<file path="src/hw/adc_seq_params.svh">
// constants for the converter sequence controller
// included by the controller; definitions only
`ifndef ADC_SEQ_PARAMS_SVH
`define ADC_SEQ_PARAMS_SVH
`define ADR_RESULT_LOW 8'hBA
`define ADR_RESULT_HIGH 8'hBB
`define ADR_PIN_ENABLE 8'hBC
`define ADR_CTRL_ONE 8'hB4
`define ADR_SEQ_CFG 8'hB5
`define ADR_EXTRA_CFG 8'hB6
`define RST_BYTE 8'h00
`define CLK_DIV 3'h6
`define CLK_DIV_LAST 3'h5
`define SETTLE_TICKS 10'h010
`define DIFF_FIRST 4'h8
`define SPECIAL_FIRST 4'hC
`define TRIG_EXT 2'h0
`define TRIG_CHAIN 2'h1
`define TRIG_TIMER 2'h2
`define TRIG_GO 2'h3
`define FULL_POS 12'h7FF
`define FULL_NEG 12'h800
`endif

</file>
<file path="src/hw/adc_seq_pkg.sv">
// types shared by the converter sequence controller
// no assumptions beyond the params header
package adc_seq_pkg;
  typedef enum logic [1:0] {
    ST_IDLE = 2'b00,
    ST_SETTLE = 2'b01,
    ST_FILTER = 2'b10,
    ST_DONE = 2'b11
  } conv_state_t;
endpackage

</file>
<file path="src/hw/adc_sequence_controller.sv">
// converter sequence controller: registers, sequencing, timing and triggers
// assumes synchronous trigger inputs and a behavioural sample source
//
// Overview of operation
// - pin usable as sequence input only when its enable mask bit is one; reset disables all
// - sequence skips inputs not enabled in the mask
// - differential pair converted in a sequence only when both pins are enabled
// - select codes: 0-7 single, 8-11 pairs, 12-15 internal sources
// - select below 8 converts inputs zero up to programmed input
// - 8-11 runs pairs up to programmed pair; higher gives one conversion
// - pairs are 0/1, 2/3, 4/5, 6/7, difference converted
// - done flag set on any conversion end, cleared by high byte read
// - go bit starts sequence with trigger 11 when idle; clears at completion
// - trigger choice picks pin edge, chaining, timer compare, or go bit
// - any write to extra config requests one extra conversion, same coding
// - extra runs after running sequence, or immediately when idle
// - with no pin enabled, select field and done flag still update
// - results two's complement, left aligned; 2047 and -2048 at twelve bits
// - select reads the written code after a sequence; below 12 this is written plus one
// - after extra conversion select field takes the extra channel value
// - converter clock is system clock divided by six
// - conversion takes 16 settle ticks plus decimation rate ticks
// - interrupt only on extra conversion completion
// - per-channel triggers fire for sequence samples only, not for extra conversions
// - any-channel trigger on sequence samples, never on extra conversions
// - done flag stays set if result not yet read
// - high byte holds result bits eleven to four
`timescale 1ns/1ps
`include "adc_seq_params.svh"
module adc_sequence_controller (
  // clock and reset
  input wire logic clk,
  input wire logic sys_rst,
  // register port
  input wire logic [7:0] regAddr,
  input wire logic [7:0] regWrData,
  input wire logic regWrite,
  input wire logic regRead,
  output logic [7:0] regRdData,
  // start sources
  input wire logic externalStartPin,
  input wire logic timerOneCh0Compare,
  // sample source: signed sample of the selected channel
  input wire logic signed [11:0] sampleValue,
  output logic [3:0] sampleChannel,
  output logic [1:0] sampleReference,
  // events
  output logic convIrq,
  output logic [8:0] channelDmaTrigger,
  output logic anyChannelDmaTrigger
);
  adc_seq_pkg::conv_state_t state_q;
  logic [7:0] pinEnable_q;
  logic [1:0] trigChoice_q;
  logic goBit_q;
  logic done_q;
  logic [1:0] seqRef_q;
  logic [1:0] seqDiv_q;
  logic [3:0] seqSel_q;
  logic [3:0] seqEnd_q;
  logic [1:0] extRef_q;
  logic [1:0] extDiv_q;
  logic [3:0] extSel_q;
  logic extPending_q;
  logic inExtra_q;
  logic seqActive_q;
  logic [3:0] curCh_q;
  logic [2:0] divCnt_q;
  logic [9:0] tickCnt_q;
  logic [11:0] result_q;
  logic extPin_q;
  logic chainReq_q;
  logic tick;
  logic wrExtra;
  logic rdHigh;
  logic startReq;
  logic [1:0] curDiv;
  logic [9:0] filterTicks;
  logic [3:0] lastCh;
  logic [3:0] nextCh;
  logic seqLast;
  logic chUsable;
  logic convEnd;
  logic skipEnd;
  logic seqDone;
  logic filterLast;
  logic busy;

  assign wrExtra = regWrite && (regAddr == `ADR_EXTRA_CFG);
  assign rdHigh = regRead && (regAddr == `ADR_RESULT_HIGH);
  assign tick = (divCnt_q == `CLK_DIV_LAST);

  // sequence end: last code for a sequence, the code itself for specials
  assign lastCh = seqEnd_q;
  assign seqLast = inExtra_q || (curCh_q >= lastCh) || (lastCh >= `SPECIAL_FIRST);
  assign nextCh = curCh_q + 4'h1;

  // pin gating of the current channel
  always_comb
  begin
    chUsable = 1'b1;
    if (curCh_q < `DIFF_FIRST)
      chUsable = pinEnable_q[curCh_q[2:0]];
    else if (curCh_q < `SPECIAL_FIRST)
      chUsable = pinEnable_q[{curCh_q[1:0], 1'b0}] && pinEnable_q[{curCh_q[1:0], 1'b1}];
  end

  assign curDiv = inExtra_q ? extDiv_q : seqDiv_q;
  // decimation rates 64, 128, 256, 512
  assign filterTicks = 10'h040 << curDiv;

  always_comb
  begin
    startReq = 1'b0;
    case (trigChoice_q)
      `TRIG_EXT: startReq = externalStartPin && !extPin_q;
      `TRIG_CHAIN: startReq = chainReq_q;
      `TRIG_TIMER: startReq = timerOneCh0Compare;
      `TRIG_GO: startReq = goBit_q;
      default: startReq = 1'b0;
    endcase
  end

  assign convEnd = (state_q == adc_seq_pkg::ST_DONE);

  // sequence completion: last conversion ends, or the last input is skipped
  assign skipEnd = (state_q == adc_seq_pkg::ST_IDLE) && seqActive_q && !chUsable && seqLast;
  assign seqDone = skipEnd || (convEnd && !inExtra_q && seqLast);
  // last filter tick: result capture and event pulses share it
  assign filterLast = (state_q == adc_seq_pkg::ST_FILTER) && tick &&
    (tickCnt_q == filterTicks - 10'h001);
  // an extra conversion counts as running too
  assign busy = (state_q != adc_seq_pkg::ST_IDLE) || seqActive_q;

  always_ff @(posedge clk or posedge sys_rst)
  begin
    if (sys_rst)
      divCnt_q <= 3'h0;
    else if (tick)
      divCnt_q <= 3'h0;
    else
      divCnt_q <= divCnt_q + 3'h1;
  end

  always_ff @(posedge clk or posedge sys_rst)
  begin
    if (sys_rst)
      extPin_q <= 1'b0;
    else
      extPin_q <= externalStartPin;
  end

  // conversion engine
  always_ff @(posedge clk or posedge sys_rst)
  begin
    if (sys_rst)
    begin
      state_q <= adc_seq_pkg::ST_IDLE;
      curCh_q <= 4'h0;
      tickCnt_q <= 10'h000;
      inExtra_q <= 1'b0;
      seqActive_q <= 1'b0;
      chainReq_q <= 1'b0;
    end
    else
    begin
      chainReq_q <= 1'b0;
      case (state_q)
        adc_seq_pkg::ST_IDLE:
        begin
          tickCnt_q <= 10'h000;
          if (seqActive_q && !chUsable)
          begin
            // unusable inputs are skipped without conversion time
            if (seqLast)
            begin
              seqActive_q <= 1'b0;
              chainReq_q <= 1'b1;
            end
            else
              curCh_q <= nextCh;
          end
          else if (seqActive_q)
            state_q <= adc_seq_pkg::ST_SETTLE;
          else if (extPending_q)
          begin
            inExtra_q <= 1'b1;
            curCh_q <= extSel_q;
            state_q <= adc_seq_pkg::ST_SETTLE;
          end
          else if (startReq)
          begin
            seqActive_q <= 1'b1;
            inExtra_q <= 1'b0;
            // readback field moves after each run; the written end point does not
            if (seqEnd_q < `DIFF_FIRST)
              curCh_q <= 4'h0;
            else if (seqEnd_q < `SPECIAL_FIRST)
              curCh_q <= `DIFF_FIRST;
            else
              curCh_q <= seqEnd_q;
          end
        end
        adc_seq_pkg::ST_SETTLE:
          if (tick)
          begin
            if (tickCnt_q == `SETTLE_TICKS - 10'h001)
            begin
              tickCnt_q <= 10'h000;
              state_q <= adc_seq_pkg::ST_FILTER;
            end
            else
              tickCnt_q <= tickCnt_q + 10'h001;
          end
        adc_seq_pkg::ST_FILTER:
          if (tick)
          begin
            if (tickCnt_q == filterTicks - 10'h001)
              state_q <= adc_seq_pkg::ST_DONE;
            else
              tickCnt_q <= tickCnt_q + 10'h001;
          end
        adc_seq_pkg::ST_DONE:
        begin
          state_q <= adc_seq_pkg::ST_IDLE;
          if (inExtra_q)
            inExtra_q <= 1'b0;
          else if (seqLast)
          begin
            seqActive_q <= 1'b0;
            chainReq_q <= 1'b1;
          end
          else
            curCh_q <= nextCh;
        end
        default: state_q <= adc_seq_pkg::ST_IDLE;
      endcase
    end
  end

  // result capture, left aligned two's complement
  always_ff @(posedge clk or posedge sys_rst)
  begin
    if (sys_rst)
      result_q <= 12'h000;
    else if (filterLast)
    begin
      if (curCh_q < `DIFF_FIRST && sampleValue[11])
        result_q <= 12'h000; // single-ended never negative
      else
        result_q <= sampleValue;
    end
  end

  // event pulses, in the cycle the result becomes readable
  always_ff @(posedge clk or posedge sys_rst)
  begin
    if (sys_rst)
    begin
      convIrq <= 1'b0;
      channelDmaTrigger <= 9'h000;
      anyChannelDmaTrigger <= 1'b0;
    end
    else
    begin
      convIrq <= 1'b0;
      channelDmaTrigger <= 9'h000;
      anyChannelDmaTrigger <= 1'b0;
      if (filterLast)
      begin
        if (inExtra_q)
          convIrq <= 1'b1;
        else
        begin
          // triggers 20..27 map to channel codes 0..7 of the sequence, trigger 28 to codes 8..15
          if (curCh_q <= `DIFF_FIRST)
            channelDmaTrigger[curCh_q] <= 1'b1;
          else
            channelDmaTrigger[8] <= 1'b1;
          anyChannelDmaTrigger <= 1'b1;
        end
      end
    end
  end

  // done flag: set wins over read clear
  always_ff @(posedge clk or posedge sys_rst)
  begin
    if (sys_rst)
      done_q <= 1'b0;
    else if (convEnd || skipEnd)
      done_q <= 1'b1;
    else if (rdHigh)
      done_q <= 1'b0;
  end

  // register writes
  always_ff @(posedge clk or posedge sys_rst)
  begin
    if (sys_rst)
    begin
      pinEnable_q <= `RST_BYTE;
      trigChoice_q <= `TRIG_GO;
      goBit_q <= 1'b0;
      seqRef_q <= 2'h0;
      seqDiv_q <= 2'h0;
      seqSel_q <= 4'h0;
      seqEnd_q <= 4'h0;
      extRef_q <= 2'h0;
      extDiv_q <= 2'h0;
      extSel_q <= 4'h0;
      extPending_q <= 1'b0;
    end
    else
    begin
      if (regWrite && regAddr == `ADR_PIN_ENABLE)
        pinEnable_q <= regWrData;
      if (regWrite && regAddr == `ADR_CTRL_ONE)
        trigChoice_q <= regWrData[5:4];
      // go stays readable for the whole run and drops with its completion
      if (regWrite && regAddr == `ADR_CTRL_ONE && regWrData[6] && !busy)
        goBit_q <= 1'b1;
      else if (seqDone)
        goBit_q <= 1'b0;
      // reference and decimation assumed stable while busy
      if (regWrite && regAddr == `ADR_SEQ_CFG)
      begin
        seqRef_q <= regWrData[7:6];
        seqDiv_q <= regWrData[5:4];
        seqSel_q <= regWrData[3:0];
        seqEnd_q <= regWrData[3:0];
      end
      else if (convEnd && inExtra_q)
        seqSel_q <= extSel_q;
      else if (convEnd || skipEnd)
        seqSel_q <= (seqEnd_q < `SPECIAL_FIRST) ? seqEnd_q + 4'h1 : seqEnd_q;
      if (wrExtra)
      begin
        extRef_q <= regWrData[7:6];
        extDiv_q <= regWrData[5:4];
        extSel_q <= regWrData[3:0];
        extPending_q <= 1'b1;
      end
      else if (state_q == adc_seq_pkg::ST_IDLE && !seqActive_q && extPending_q)
        extPending_q <= 1'b0;
    end
  end

  assign sampleChannel = curCh_q;
  assign sampleReference = inExtra_q ? extRef_q : seqRef_q;

  // read data one cycle after the strobe
  always_ff @(posedge clk or posedge sys_rst)
  begin
    if (sys_rst)
      regRdData <= `RST_BYTE;
    else if (regRead)
    begin
      case (regAddr)
        `ADR_RESULT_LOW: regRdData <= {result_q[3:0], 4'h0};
        `ADR_RESULT_HIGH: regRdData <= result_q[11:4];
        `ADR_PIN_ENABLE: regRdData <= pinEnable_q;
        `ADR_CTRL_ONE: regRdData <= {done_q, goBit_q, trigChoice_q, 4'h0};
        `ADR_SEQ_CFG: regRdData <= {seqRef_q, seqDiv_q, seqSel_q};
        `ADR_EXTRA_CFG: regRdData <= {extRef_q, extDiv_q, extSel_q};
        default: regRdData <= `RST_BYTE;
      endcase
    end
    else
      regRdData <= `RST_BYTE;
  end
endmodule // adc_sequence_controller

</file>
<file path="config.mk">
export PLATFORM = sky130hd
export DESIGN_NAME = adc_sequence_controller
export DESIGN_NICKNAME = d
export VERILOG_FILES = /design/src/hw/adc_seq_pkg.sv /design/src/hw/adc_sequence_controller.sv
export VERILOG_INCLUDE_DIRS = /design/src /design/src/hw
export SDC_FILE = /design/constraint.sdc
export NUM_CORES = 1
export LEC_CHECK = 0
export BUFFER_PORTS_ARGS = -buffer_cell sky130_fd_sc_hd__buf_2
export CAP_MARGIN = 20
export CORE_ASPECT_RATIO = 0.75
export CORE_MARGIN = 10
export CORE_UTILIZATION = 58
export DETAILED_ROUTE_END_ITERATION = 8
export GPL_ROUTABILITY_DRIVEN = 0
export HOLD_SLACK_MARGIN = 0.03
export PLACE_DENSITY = 0.8
export SLEW_MARGIN = 20
export SYNTH_ARGS = -nofsm -noshare
export SYNTH_HDL_FRONTEND = slang
export SYNTH_SLANG_ARGS = --single-unit
</file>
<file path="constraint.sdc">
create_clock -name clk -period 2.7 [get_ports clk]
set_input_delay 0.27 -clock clk [delete_from_list [all_inputs] [get_ports clk]]
set_output_delay 0.27 -clock clk [all_outputs]
set_load 0.02 [all_outputs]
</file>
# ---- After elaboration in Yosys (flattened, before gate mapping)
# Index checks and enable logic that the tools add are counted.
dict set report word_totals {
  inputBits 34
  wordCells 189
  output_inout_bits 25
  ff_bits 87
}
dict set report op_classes {
  n_eq_ne 27
  reduce_logical 46
  n_addsub 5
  magnitude_cmp 12
  n_shift 1
  mux 73
}
# op count
set ops {}
lappend ops {{== test 8 bit, second input constant} 6}
lappend ops {{two-way mux 4 bit} 12}
lappend ops {{one-hot mux 8 bit (6 select lines)} 1}
lappend ops {{two-way mux 10 bit} 4}
lappend ops {{two-way mux 1 bit} 30}
lappend ops {{one-hot mux 10 bit (3 select lines)} 1}
lappend ops {{logical AND 1 bit} 22}
lappend ops {{two-way mux 2 bit} 9}
lappend ops {{two-way mux 9 bit} 2}
lappend ops {{< comparator 4 bit, second input constant} 4}
lappend ops {{two-way mux 8 bit} 2}
lappend ops {{inequality test 2 bit, second input constant} 7}
lappend ops {{< comparator 3 x 4 -> 1 bit, second input constant} 3}
lappend ops {{two-way mux 12 bit} 1}
lappend ops {{AND reduction 4 bit} 3}
lappend ops {{adder 10 x 1 -> 10 bit, second input constant} 1}
lappend ops {{== test 10 bit} 1}
lappend ops {{== test 10 x 4 -> 1 bit, second input constant} 1}
lappend ops {{nonzero test 2 bit} 5}
lappend ops {{left shift 7 x 2 -> 10 bit, first input constant} 1}
lappend ops {{subtractor 10 x 1 -> 10 bit, second input constant} 1}
lappend ops {{inequality test 3 bit, second input constant} 3}
lappend ops {{adder 4 x 1 -> 4 bit, second input constant} 2}
lappend ops {{== test 2 bit, second input constant} 4}
lappend ops {{other kinds (24)} 38}

# ---- Logic depth before layout (Yosys ltp)
# Gate-level depths: netlist of the first run.
dict set report logic_depth {
  ltp_word 12
  depth_mapped 9
  depth_no_buf 8
}

# ---- Worst setup path after synthesis of the first run
# No wires, ideal clock.
dict set report synth_path {
  kind {register to register}
  from {register curCh_q[0] (netlist: sampleChannel[0])}
  to {register seqSel_q[0]}
  path_slack_ns 0.248
  setup_time_ns 0.135
  n_path_buf 1
  synth_period_minus_slack_ns 2.452
  required_time_ns 2.565
  t_arrival_ns 2.316
  path_stages_with_launch 10
  cell_sequence {dfrtp_1 > buf_2 > inv_1 > ha_1 > nand2b_1 > a211oi_1 > o21ai_0 > a31oi_4 > mux2i_1 > a21oi_1}
}
dict set report synth_via {
  elab_chain_cells 10
  elab_cells_between_ends 19
  cone_classes {order compare: 3; mux: 8; reduce/logical: 8}
}
# element line_no
set synth_lines {}
lappend synth_lines {{start: declaration} adc_sequence_controller.sv:67} ;# logic [3:0] curCh_q;
lappend synth_lines {{start signal: assignment} adc_sequence_controller.sv:181} ;# curCh_q <= nextCh;
lappend synth_lines {{start signal: assignment} adc_sequence_controller.sv:188} ;# curCh_q <= extSel_q;
lappend synth_lines {{start signal: assignment} adc_sequence_controller.sv:199} ;# curCh_q <= `DIFF_FIRST;
lappend synth_lines {{binary-select mux 1 bit (select 2 bit)} adc_sequence_controller.sv:105} ;# chUsable = pinEnable_q[{curCh_q[1:0], 1'b0}] && pinEnable_q[{curCh_q[1:0], 1'b1}];
lappend synth_lines {{two-way mux 1 bit (implied by the code)} adc_sequence_controller.sv:105}
lappend synth_lines {{logical AND 1 bit} adc_sequence_controller.sv:105}
lappend synth_lines {{two-way mux 1 bit} adc_sequence_controller.sv:104} ;# else if (curCh_q < `SPECIAL_FIRST)
lappend synth_lines {{two-way mux 1 bit} adc_sequence_controller.sv:102} ;# if (curCh_q < `DIFF_FIRST)
lappend synth_lines {{logical NOT 1 bit} adc_sequence_controller.sv:127} ;# assign skipEnd = (state_q == adc_seq_pkg::ST_IDLE) && seqActive_q && !chUsable && seqLast;
lappend synth_lines {{logical AND 1 bit} adc_sequence_controller.sv:127}
lappend synth_lines {{logical AND 1 bit *} adc_sequence_controller.sv:127}
lappend synth_lines {{logical OR 1 bit *} adc_sequence_controller.sv:335} ;# else if (convEnd || skipEnd)
lappend synth_lines {{nonzero test 3 bit (no line) *} -}
lappend synth_lines {{end signal: assignment} adc_sequence_controller.sv:330} ;# seqSel_q <= regWrData[3:0];
lappend synth_lines {{end signal: assignment} adc_sequence_controller.sv:334} ;# seqSel_q <= extSel_q;
lappend synth_lines {{end signal: assignment} adc_sequence_controller.sv:336} ;# seqSel_q <= (seqEnd_q < `SPECIAL_FIRST) ? seqEnd_q + 4'h1 : seqEnd_q;
lappend synth_lines {{end: declaration} adc_sequence_controller.sv:59} ;# logic [3:0] seqSel_q;
# Mark *: on every way between the ends. The rest lies on a longest branch, timed or not. The select of a mux whose other input is x is not followed.
# A chain may end at the register's enable or synchronous reset.

# ---- Worst setup path after layout of the first run
dict set report layout_path {
  from {register inExtra_q}
  to {register tickCnt_q[5]}
}
dict set report layout_via {
  elab_chain_cells 6
}
# element line_no
set layout_lines {}
lappend layout_lines {{start: declaration} adc_sequence_controller.sv:65} ;# logic inExtra_q;
lappend layout_lines {{start signal: assignment} adc_sequence_controller.sv:161} ;# inExtra_q <= 1'b0;
lappend layout_lines {{start signal: assignment} adc_sequence_controller.sv:187} ;# inExtra_q <= 1'b1;
lappend layout_lines {{start signal: assignment} adc_sequence_controller.sv:194} ;# inExtra_q <= 1'b0;
lappend layout_lines {{two-way mux 2 bit} adc_sequence_controller.sv:108} ;# assign curDiv = inExtra_q ? extDiv_q : seqDiv_q;
lappend layout_lines {{left shift 7 x 2 -> 10 bit} adc_sequence_controller.sv:110} ;# assign filterTicks = 10'h040 << curDiv;
lappend layout_lines {{subtractor 10 x 1 -> 10 bit} adc_sequence_controller.sv:218} ;# if (tickCnt_q == filterTicks - 10'h001)
lappend layout_lines {{== test 10 bit} adc_sequence_controller.sv:218}
lappend layout_lines {{inequality test 2 bit (no line)} -}
lappend layout_lines {{AND reduction 4 bit (no line)} -}
lappend layout_lines {{end signal: assignment} adc_sequence_controller.sv:213} ;# tickCnt_q <= tickCnt_q + 10'h001;
lappend layout_lines {{end signal: assignment} adc_sequence_controller.sv:221} ;# tickCnt_q <= tickCnt_q + 10'h001;
lappend layout_lines {{end: declaration} adc_sequence_controller.sv:69} ;# logic [9:0] tickCnt_q;
# No other way between the ends.

==> impl_metrics.tcl, run 1 <==
set metrics [dict create \
    slew_viol_final 0 \
    synth_enable_flop_cells 0 \
    port_buffers 58 \
    core_area_um2 7812 \
    min_period_ns 2.356 \
    grt_pass1_wl_mm 18.65 \
    rsz0062_at_grt "false" \
    path_clk_slew_ns 0.09 \
    reg2reg_from "inExtra_q" \
    hold_depth 3 \
    seq_area_frac_synth_pct 47.22 \
    fp-row-count 28 \
    r2r_end "tickCnt_q[5]" \
    drv_cap 0 \
    grt_max_degree 35 \
    status "finished, final reports clean" \
    die_y_um 97.26 \
    crit_path_max_fanout 12 \
    min_path_type "in2reg" \
    yosys.cell_types.count 67 \
    avgSynthCellArea_um2 9.948 \
    crit_path_start_kind "register" \
    ctsResizeCount 0 \
    min_from "sampleValue[9]" \
    cts_setup_buffers 0 \
    insertion_delay_ns 0.36 \
    initial_core_util_pct 59.08 \
    numCtsBuffers 9 \
    dpl.cell_count 621 \
    cts_max_level 3 \
    tightestPinTransition_ns 0.6263 \
    min_to "result_q[9]" \
    dr.pass1.iters 5 \
    crit_path_top_delay_cell "dfrtp_1" \
    cp_slowest_stage_delay_ns 0.55 \
    timing.setup.tns_ns 0 \
    die_area_um2 11960 \
    p_total_mw 3.759 \
    hpwl_mm 8.470 \
    relSlewSlack_pct 58.12 \
    routed_wl_mm 11.26 \
    layout-drive-gt1-share_pct 22.28 \
    synth_area_um2 4616 \
    peakVddDrop_uv 398.1 \
    grt_overflow 0 \
    fp.dieW_um 123.0 \
    place_ws_ns 0.3344 \
    fin_cells 639 \
    finalSetupViolCount 0 \
    power_density_nw_per_um2 713.6 \
    routedWlPerCell_um 17.63 \
    path_cells "mux2i_1, xnor2_1, a2111oi_4, a211o_1, or2_1, o31ai_1" \
    worstRegToRegCells 6 \
    drc 0 \
    routed_via_density 5.951 \
    cts_root_buf "clkbuf_8" \
    critPathArrivalTime_ns 2.62 \
    grt_pass1_vias 3779 \
    synth_flop_cell "dfrtp_1" \
    yosys_warnings 0 \
    r2r_setup_slack_ns 0.34 \
    critical_path_class "reg2reg" \
    path_delay_family "compound AO/OA/AOI/OAI gates" \
    path_buf_inv 0 \
    clock_sinks 87 \
    cp.required_ns 2.96 \
    hold_violations 0 \
    ant_nets 0 \
    vias 3803 \
    track_usage_pct 19.08 \
    fin_worst_skew_ns 0.008218 \
    syn-num-nets 513 \
    diodes 0 \
    fin_ws_ns 0.3442 \
    cellLeakagePower_nw 2.516 \
    clock.fmax_ghz 0.4245 \
    multi_input_area_um2 2273 \
    ys_ff_latch 87 \
    final_nets 578 \
    async_reset_ff_share_pct 100.0 \
    final-seq-area_um2 2180 \
    antenna_found_initial 0 \
    drt_iter0_markers 418 \
    cts_tree "yes" \
    clk_path_buf_depth 2 \
    cp-end-kind "register" \
    io_pins 59 \
    synthCells 464 \
    syn2layout_area_growth_pct 14.12 \
    fin_crit_sh_pct 87.25 \
    hold_slack_ns 0.1401 \
    nFillCells 607 \
]
==> state kept, by name, summed over array words and instances, names as in the netlist, 2 cells and up <==
name,cells
sampleChannel,4
tickCnt_q,10
state_q,2
trigChoice_q,2
result_q,12
seqDiv_q,2
seqRef_q,2
extSel_q,4
lastCh,4
regRdData,8
extDiv_q,2
pinEnable_q,8
divCnt_q,3
channelDmaTrigger,9
seqSel_q,4
extRef_q,2
==> area by class of cell <==
cell class | count | share of cell area (%)
Multi-Input combinational cell | 339 | 43.16
Sequential cell | 87 | 41.38
Timing Repair Buffer | 72 | 7.601
Clock buffer | 11 | 2.684
Tap cell | 105 | 2.494
Inverter | 20 | 1.449
Clock inverter | 5 | 1.235
==> how the worst max path moves through the flow <==
| stage | start | to | cells after the start |
|---|---|---|---|
| 6_report | inExtra_q | tickCnt_q[5] | 6 |
| 4_1_cts | inExtra_q | tickCnt_q[6] | 6 |
| 5_1_grt | inExtra_q | tickCnt_q[7] | 6 |
| 2_1_floorplan | sys_rst | anyChannelDmaTrigger | 1 |
| 3_3_place_gp | inExtra_q | tickCnt_q[6] | 6 |
| 3_5_place_dp | inExtra_q | tickCnt_q[6] | 6 |
==> cells by family (layout without fill, tap and decap cells) <==
family                     count (synthesis)  count (layout)  synth area share, %
AOI/OAI and AO/OA                        121             121                18.38
xor gates and xnor gates                   3               3               0.5694
adders and majority gates                 15              15                4.066
buffers and inverters                     38             108                3.524
DFF                                       87              87                47.22
muxes                                     40              40                9.623
and+or+nand+nor                          160             160                16.62
==> Yosys cell counts, types with 5 or more instances <==
library cell | n | area, um^2
a21boi_0 | 7 | 52.55
mux2i_1 | 14 | 140.1
o31ai_1 | 7 | 52.55
nand2_1 | 62 | 232.7
nand2b_1 | 8 | 50.05
a221oi_1 | 5 | 43.79
o21ai_0 | 41 | 205.2
dfrtp_1 | 85 | 2127
clkbuf_1 | 12 | 45.04
mux2_2 | 24 | 270.3
nor2b_1 | 7 | 43.79
ha_1 | 15 | 187.7
a22o_1 | 6 | 52.55
a22oi_1 | 5 | 37.54
nand3_1 | 13 | 65.06
a21oi_1 | 14 | 70.07
nor4_1 | 5 | 31.28
nor3_1 | 8 | 40.04
nor2_1 | 32 | 120.1
inv_1 | 20 | 75.07
==> power by group <==
group | total, mW | internal (mW) | switching, mW
clock | 0.939 | 0.462 | 0.477
combinational | 1.24 | 0.486 | 0.755
sequential | 1.58 | 1.42 | 0.155
==> per-layer routing <==
metal  global-route usage (%)  vias up  part of all wire [%]
li1                         -     1810                     -
met1                    25.60     1830                    45
met2                    28.94      140                    47
met3                    5.691       23                   7.4
met4                    5.809        0                   1.4
met5                        0        -                     0
==> cell usage in the layout, fill, tap and decap left out, drive strengths merged, types with 6 or more instances in the layout <==
| cell type | n |
|---|---|
| o21ai | 45 |
| nand2 | 62 |
| clkbuf | 11 |
| a21boi | 7 |
| nor3 | 9 |
| nor2b | 7 |
| ha | 15 |
| mux2i | 14 |
| nand3 | 13 |
| dfrtp | 85 |
| a21oi | 14 |
| mux2 | 25 |
| nand2b | 8 |
| nor2 | 32 |
| buf | 70 |
| a22o | 6 |
| o31ai | 7 |
| inv | 20 |
==> worst register-to-register path: cells and delay by family, from the launching register on <==
kind | cells | cell delay, ns
AND/OR/NAND/NOR | 1 | 0.40
flip-flops | 1 | 0.55
AO/OA/AOI/OAI | 3 | 0.82
multiplexers | 1 | 0.30
XOR/XNOR | 1 | 0.20
==> per-stage QoR <==
stage / utilization [%] / area (um^2)
2_1_floorplan: - / 4616
3_3_place_gp: 64.53 / 5041
3_5_place_dp: 64.53 / 5041
4_1_cts: 67.42 / 5268
5_1_grt: 67.42 / 5268
6_report: 67.42 / 5268
==> what timing repair did <==
action                                  CTS  global route
hold buffers                              2             0
endpoints found under the hold margin    31             0
endpoints found under the setup margin    0             0
Note: power is estimated with default switching activity, not from simulation.
==> inputs of run 2 (changes only) <==
- RECOVER_POWER: unset -> 100
==> run 2 against run 1 <==
  * The run now ends with capacitance limit, slew limit left
  * Worst setup slack lost 0.0031 ns
  * Sequential share of layout area increased by 0.42 points
  * Fmax is 0.13% lower
  * Clock power hardly changed
  * Cell count unchanged
  * Die area unchanged
  * Critical path depth stayed put
  * Combinational power about the same
  * Sequential cell count stayed put
  * Critical path type unchanged
  * Critical endpoint is now tickCnt_q[6]
==> impl_metrics.tcl, run 2 (same netlist as run 1, synthesis figures left out) <==
set metrics [dict create \
    status "finished, violations left" \
    violations "capacitance limit, slew limit" \
    hold_slack_ns 0.1407 \
    path_cells "mux2i_1, xnor2_1, a2111oi_4, a211o_1, or2_1, o41ai_1" \
    cp.required_ns 2.95 \
    die_area_um2 11960 \
    slew_viol_final 1 \
    drc 0 \
    fin_worst_skew_ns 0.008942 \
    drt_iter0_markers 502 \
    rsz0062_at_grt "false" \
    grt_pass1_wl_mm 18.65 \
    initial_core_util_pct 59.08 \
    path_delay_family "compound AO/OA/AOI/OAI gates" \
    diodes 0 \
    cp_slowest_stage_delay_ns 0.55 \
    routed_wl_mm 11.29 \
    clk_path_buf_depth 2 \
    numCtsBuffers 9 \
    fin_crit_sh_pct 87.37 \
    fp.dieW_um 123.0 \
    crit_path_max_fanout 12 \
    multi_input_area_um2 2268 \
    path_clk_slew_ns 0.09 \
    path_buf_inv 0 \
    min_path_type "in2reg" \
    finalSetupViolCount 0 \
    clock_sinks 87 \
    p_total_mw 3.759 \
    routed_via_density 5.955 \
    routedWlPerCell_um 17.67 \
    port_buffers 58 \
    hpwl_mm 8.470 \
    final-seq-area_um2 2180 \
    dpl.cell_count 621 \
    place_area_um2 5041 \
    relSlewSlack_pct -0.08513 \
    critical_path_class "reg2reg" \
    timing.setup.tns_ns 0 \
    cts_tree "yes" \
    min_period_ns 2.359 \
    cp-end-kind "register" \
    nFillCells 623 \
    io_pins 59 \
    final_nets 578 \
    track_usage_pct 19.08 \
    final_common_cell "dfrtp_1" \
    dr.pass1.iters 6 \
    vias 3805 \
    fin_ws_ns 0.3411 \
    largest_register_ffs 12 \
    final_area_um2 5215 \
    peakVddDrop_uv 400.7 \
    crit_path_start_kind "register" \
    layout-drive-gt1-share_pct 16.85 \
    drv_cap 1 \
    cts_root_buf "clkbuf_8" \
    fin_cells 639 \
    cts_max_level 3 \
    die_y_um 97.26 \
    cts_setup_buffers 0 \
    critPathArrivalTime_ns 2.61 \
    core_area_um2 7812 \
    cellLeakagePower_nw 2.396 \
    grt_max_degree 35 \
    ant_nets 0 \
    final_util_pct 66.75 \
    place_ws_ns 0.3344 \
    antenna_found_initial 0 \
    hold_violations 0 \
    insertion_delay_ns 0.36 \
    fp-row-count 28 \
    grt_pass1_vias 3779 \
    syn2layout_area_growth_pct 12.98 \
    tightestPinTransition_ns 1.493 \
    power_density_nw_per_um2 720.8 \
    final_cell_mix "85 x dfrtp_1, 62 x nand2_1, 43 x o21ai_0" \
    grt_overflow 0 \
    clock.fmax_ghz 0.4239 \
    largest_registers "result_q x12, tickCnt_q x10, channelDmaTrigger x9" \
    crit_path_top_delay_cell "dfrtp_1" \
    regMostFlops "result_q" \
]
[run 2: cell count changes in the layout (fill, tap and decap cells not counted), sizes merged]
cell / previous run / this run
buf: 70 / 39
clkbuf: 11 / 42
clkinv: 4 / 3
clkinvlp: 0 / 1
[run 2: worst paths after layout]
path | from | end | slack (ns) | cells past startpoint
max | inExtra_q | tickCnt_q[6] | 0.34 | 6
min | sampleValue[9] | result_q[9] | 0.14 | 3
max reg2reg | inExtra_q | tickCnt_q[6] | 0.34 | 6
min reg2reg | divCnt_q[0] | divCnt_q[2] | 0.49 | 1
max in group asynchronous | sys_rst | divCnt_q[1] | 0.59 | 4
min in group asynchronous | sys_rst | tickCnt_q[1] | 0.79 | 3
[run 2: metal layers]
layer  up-vias  share of wire, %  track usage, %
met5         -                 0               0
met4         0               1.2           5.809
met3        21               7.1           5.691
met2       141                46           28.94
met1      1837                45           25.60
li1       1806                 -               -
[run 2: where the power goes]
part	internal, mW	switching (mW)
Clock	0.462	0.478
Sequential	1.42	0.156
Combinational	0.480	0.760
Total	2.37	1.39
[run 2: cell type report]
class,instances,area share (%)
Timing Repair Buffer,72,6.766
Sequential cell,87,41.79
Clock buffer,11,2.711
Inverter,20,1.464
Tap cell,105,2.519
Multi-Input combinational cell,339,43.50
Clock inverter,5,1.248
[run 2: timing repair]
| item | 4_1_cts | 5_1_grt |
|---|---|---|
| gates resized for setup | 0 | 0 |
| endpoints found under the hold margin | 31 | 0 |
| hold buffers | 2 | 0 |
[run 2: worst reg2reg max path, delay by kind of cell, from the launching register on]
kind | cells | cell delay, ns
and+or+nand+nor | 1 | 0.40
DFF | 1 | 0.55
xor gates and xnor gates | 1 | 0.20
AOI/OAI and AO/OA | 3 | 0.81
muxes | 1 | 0.30
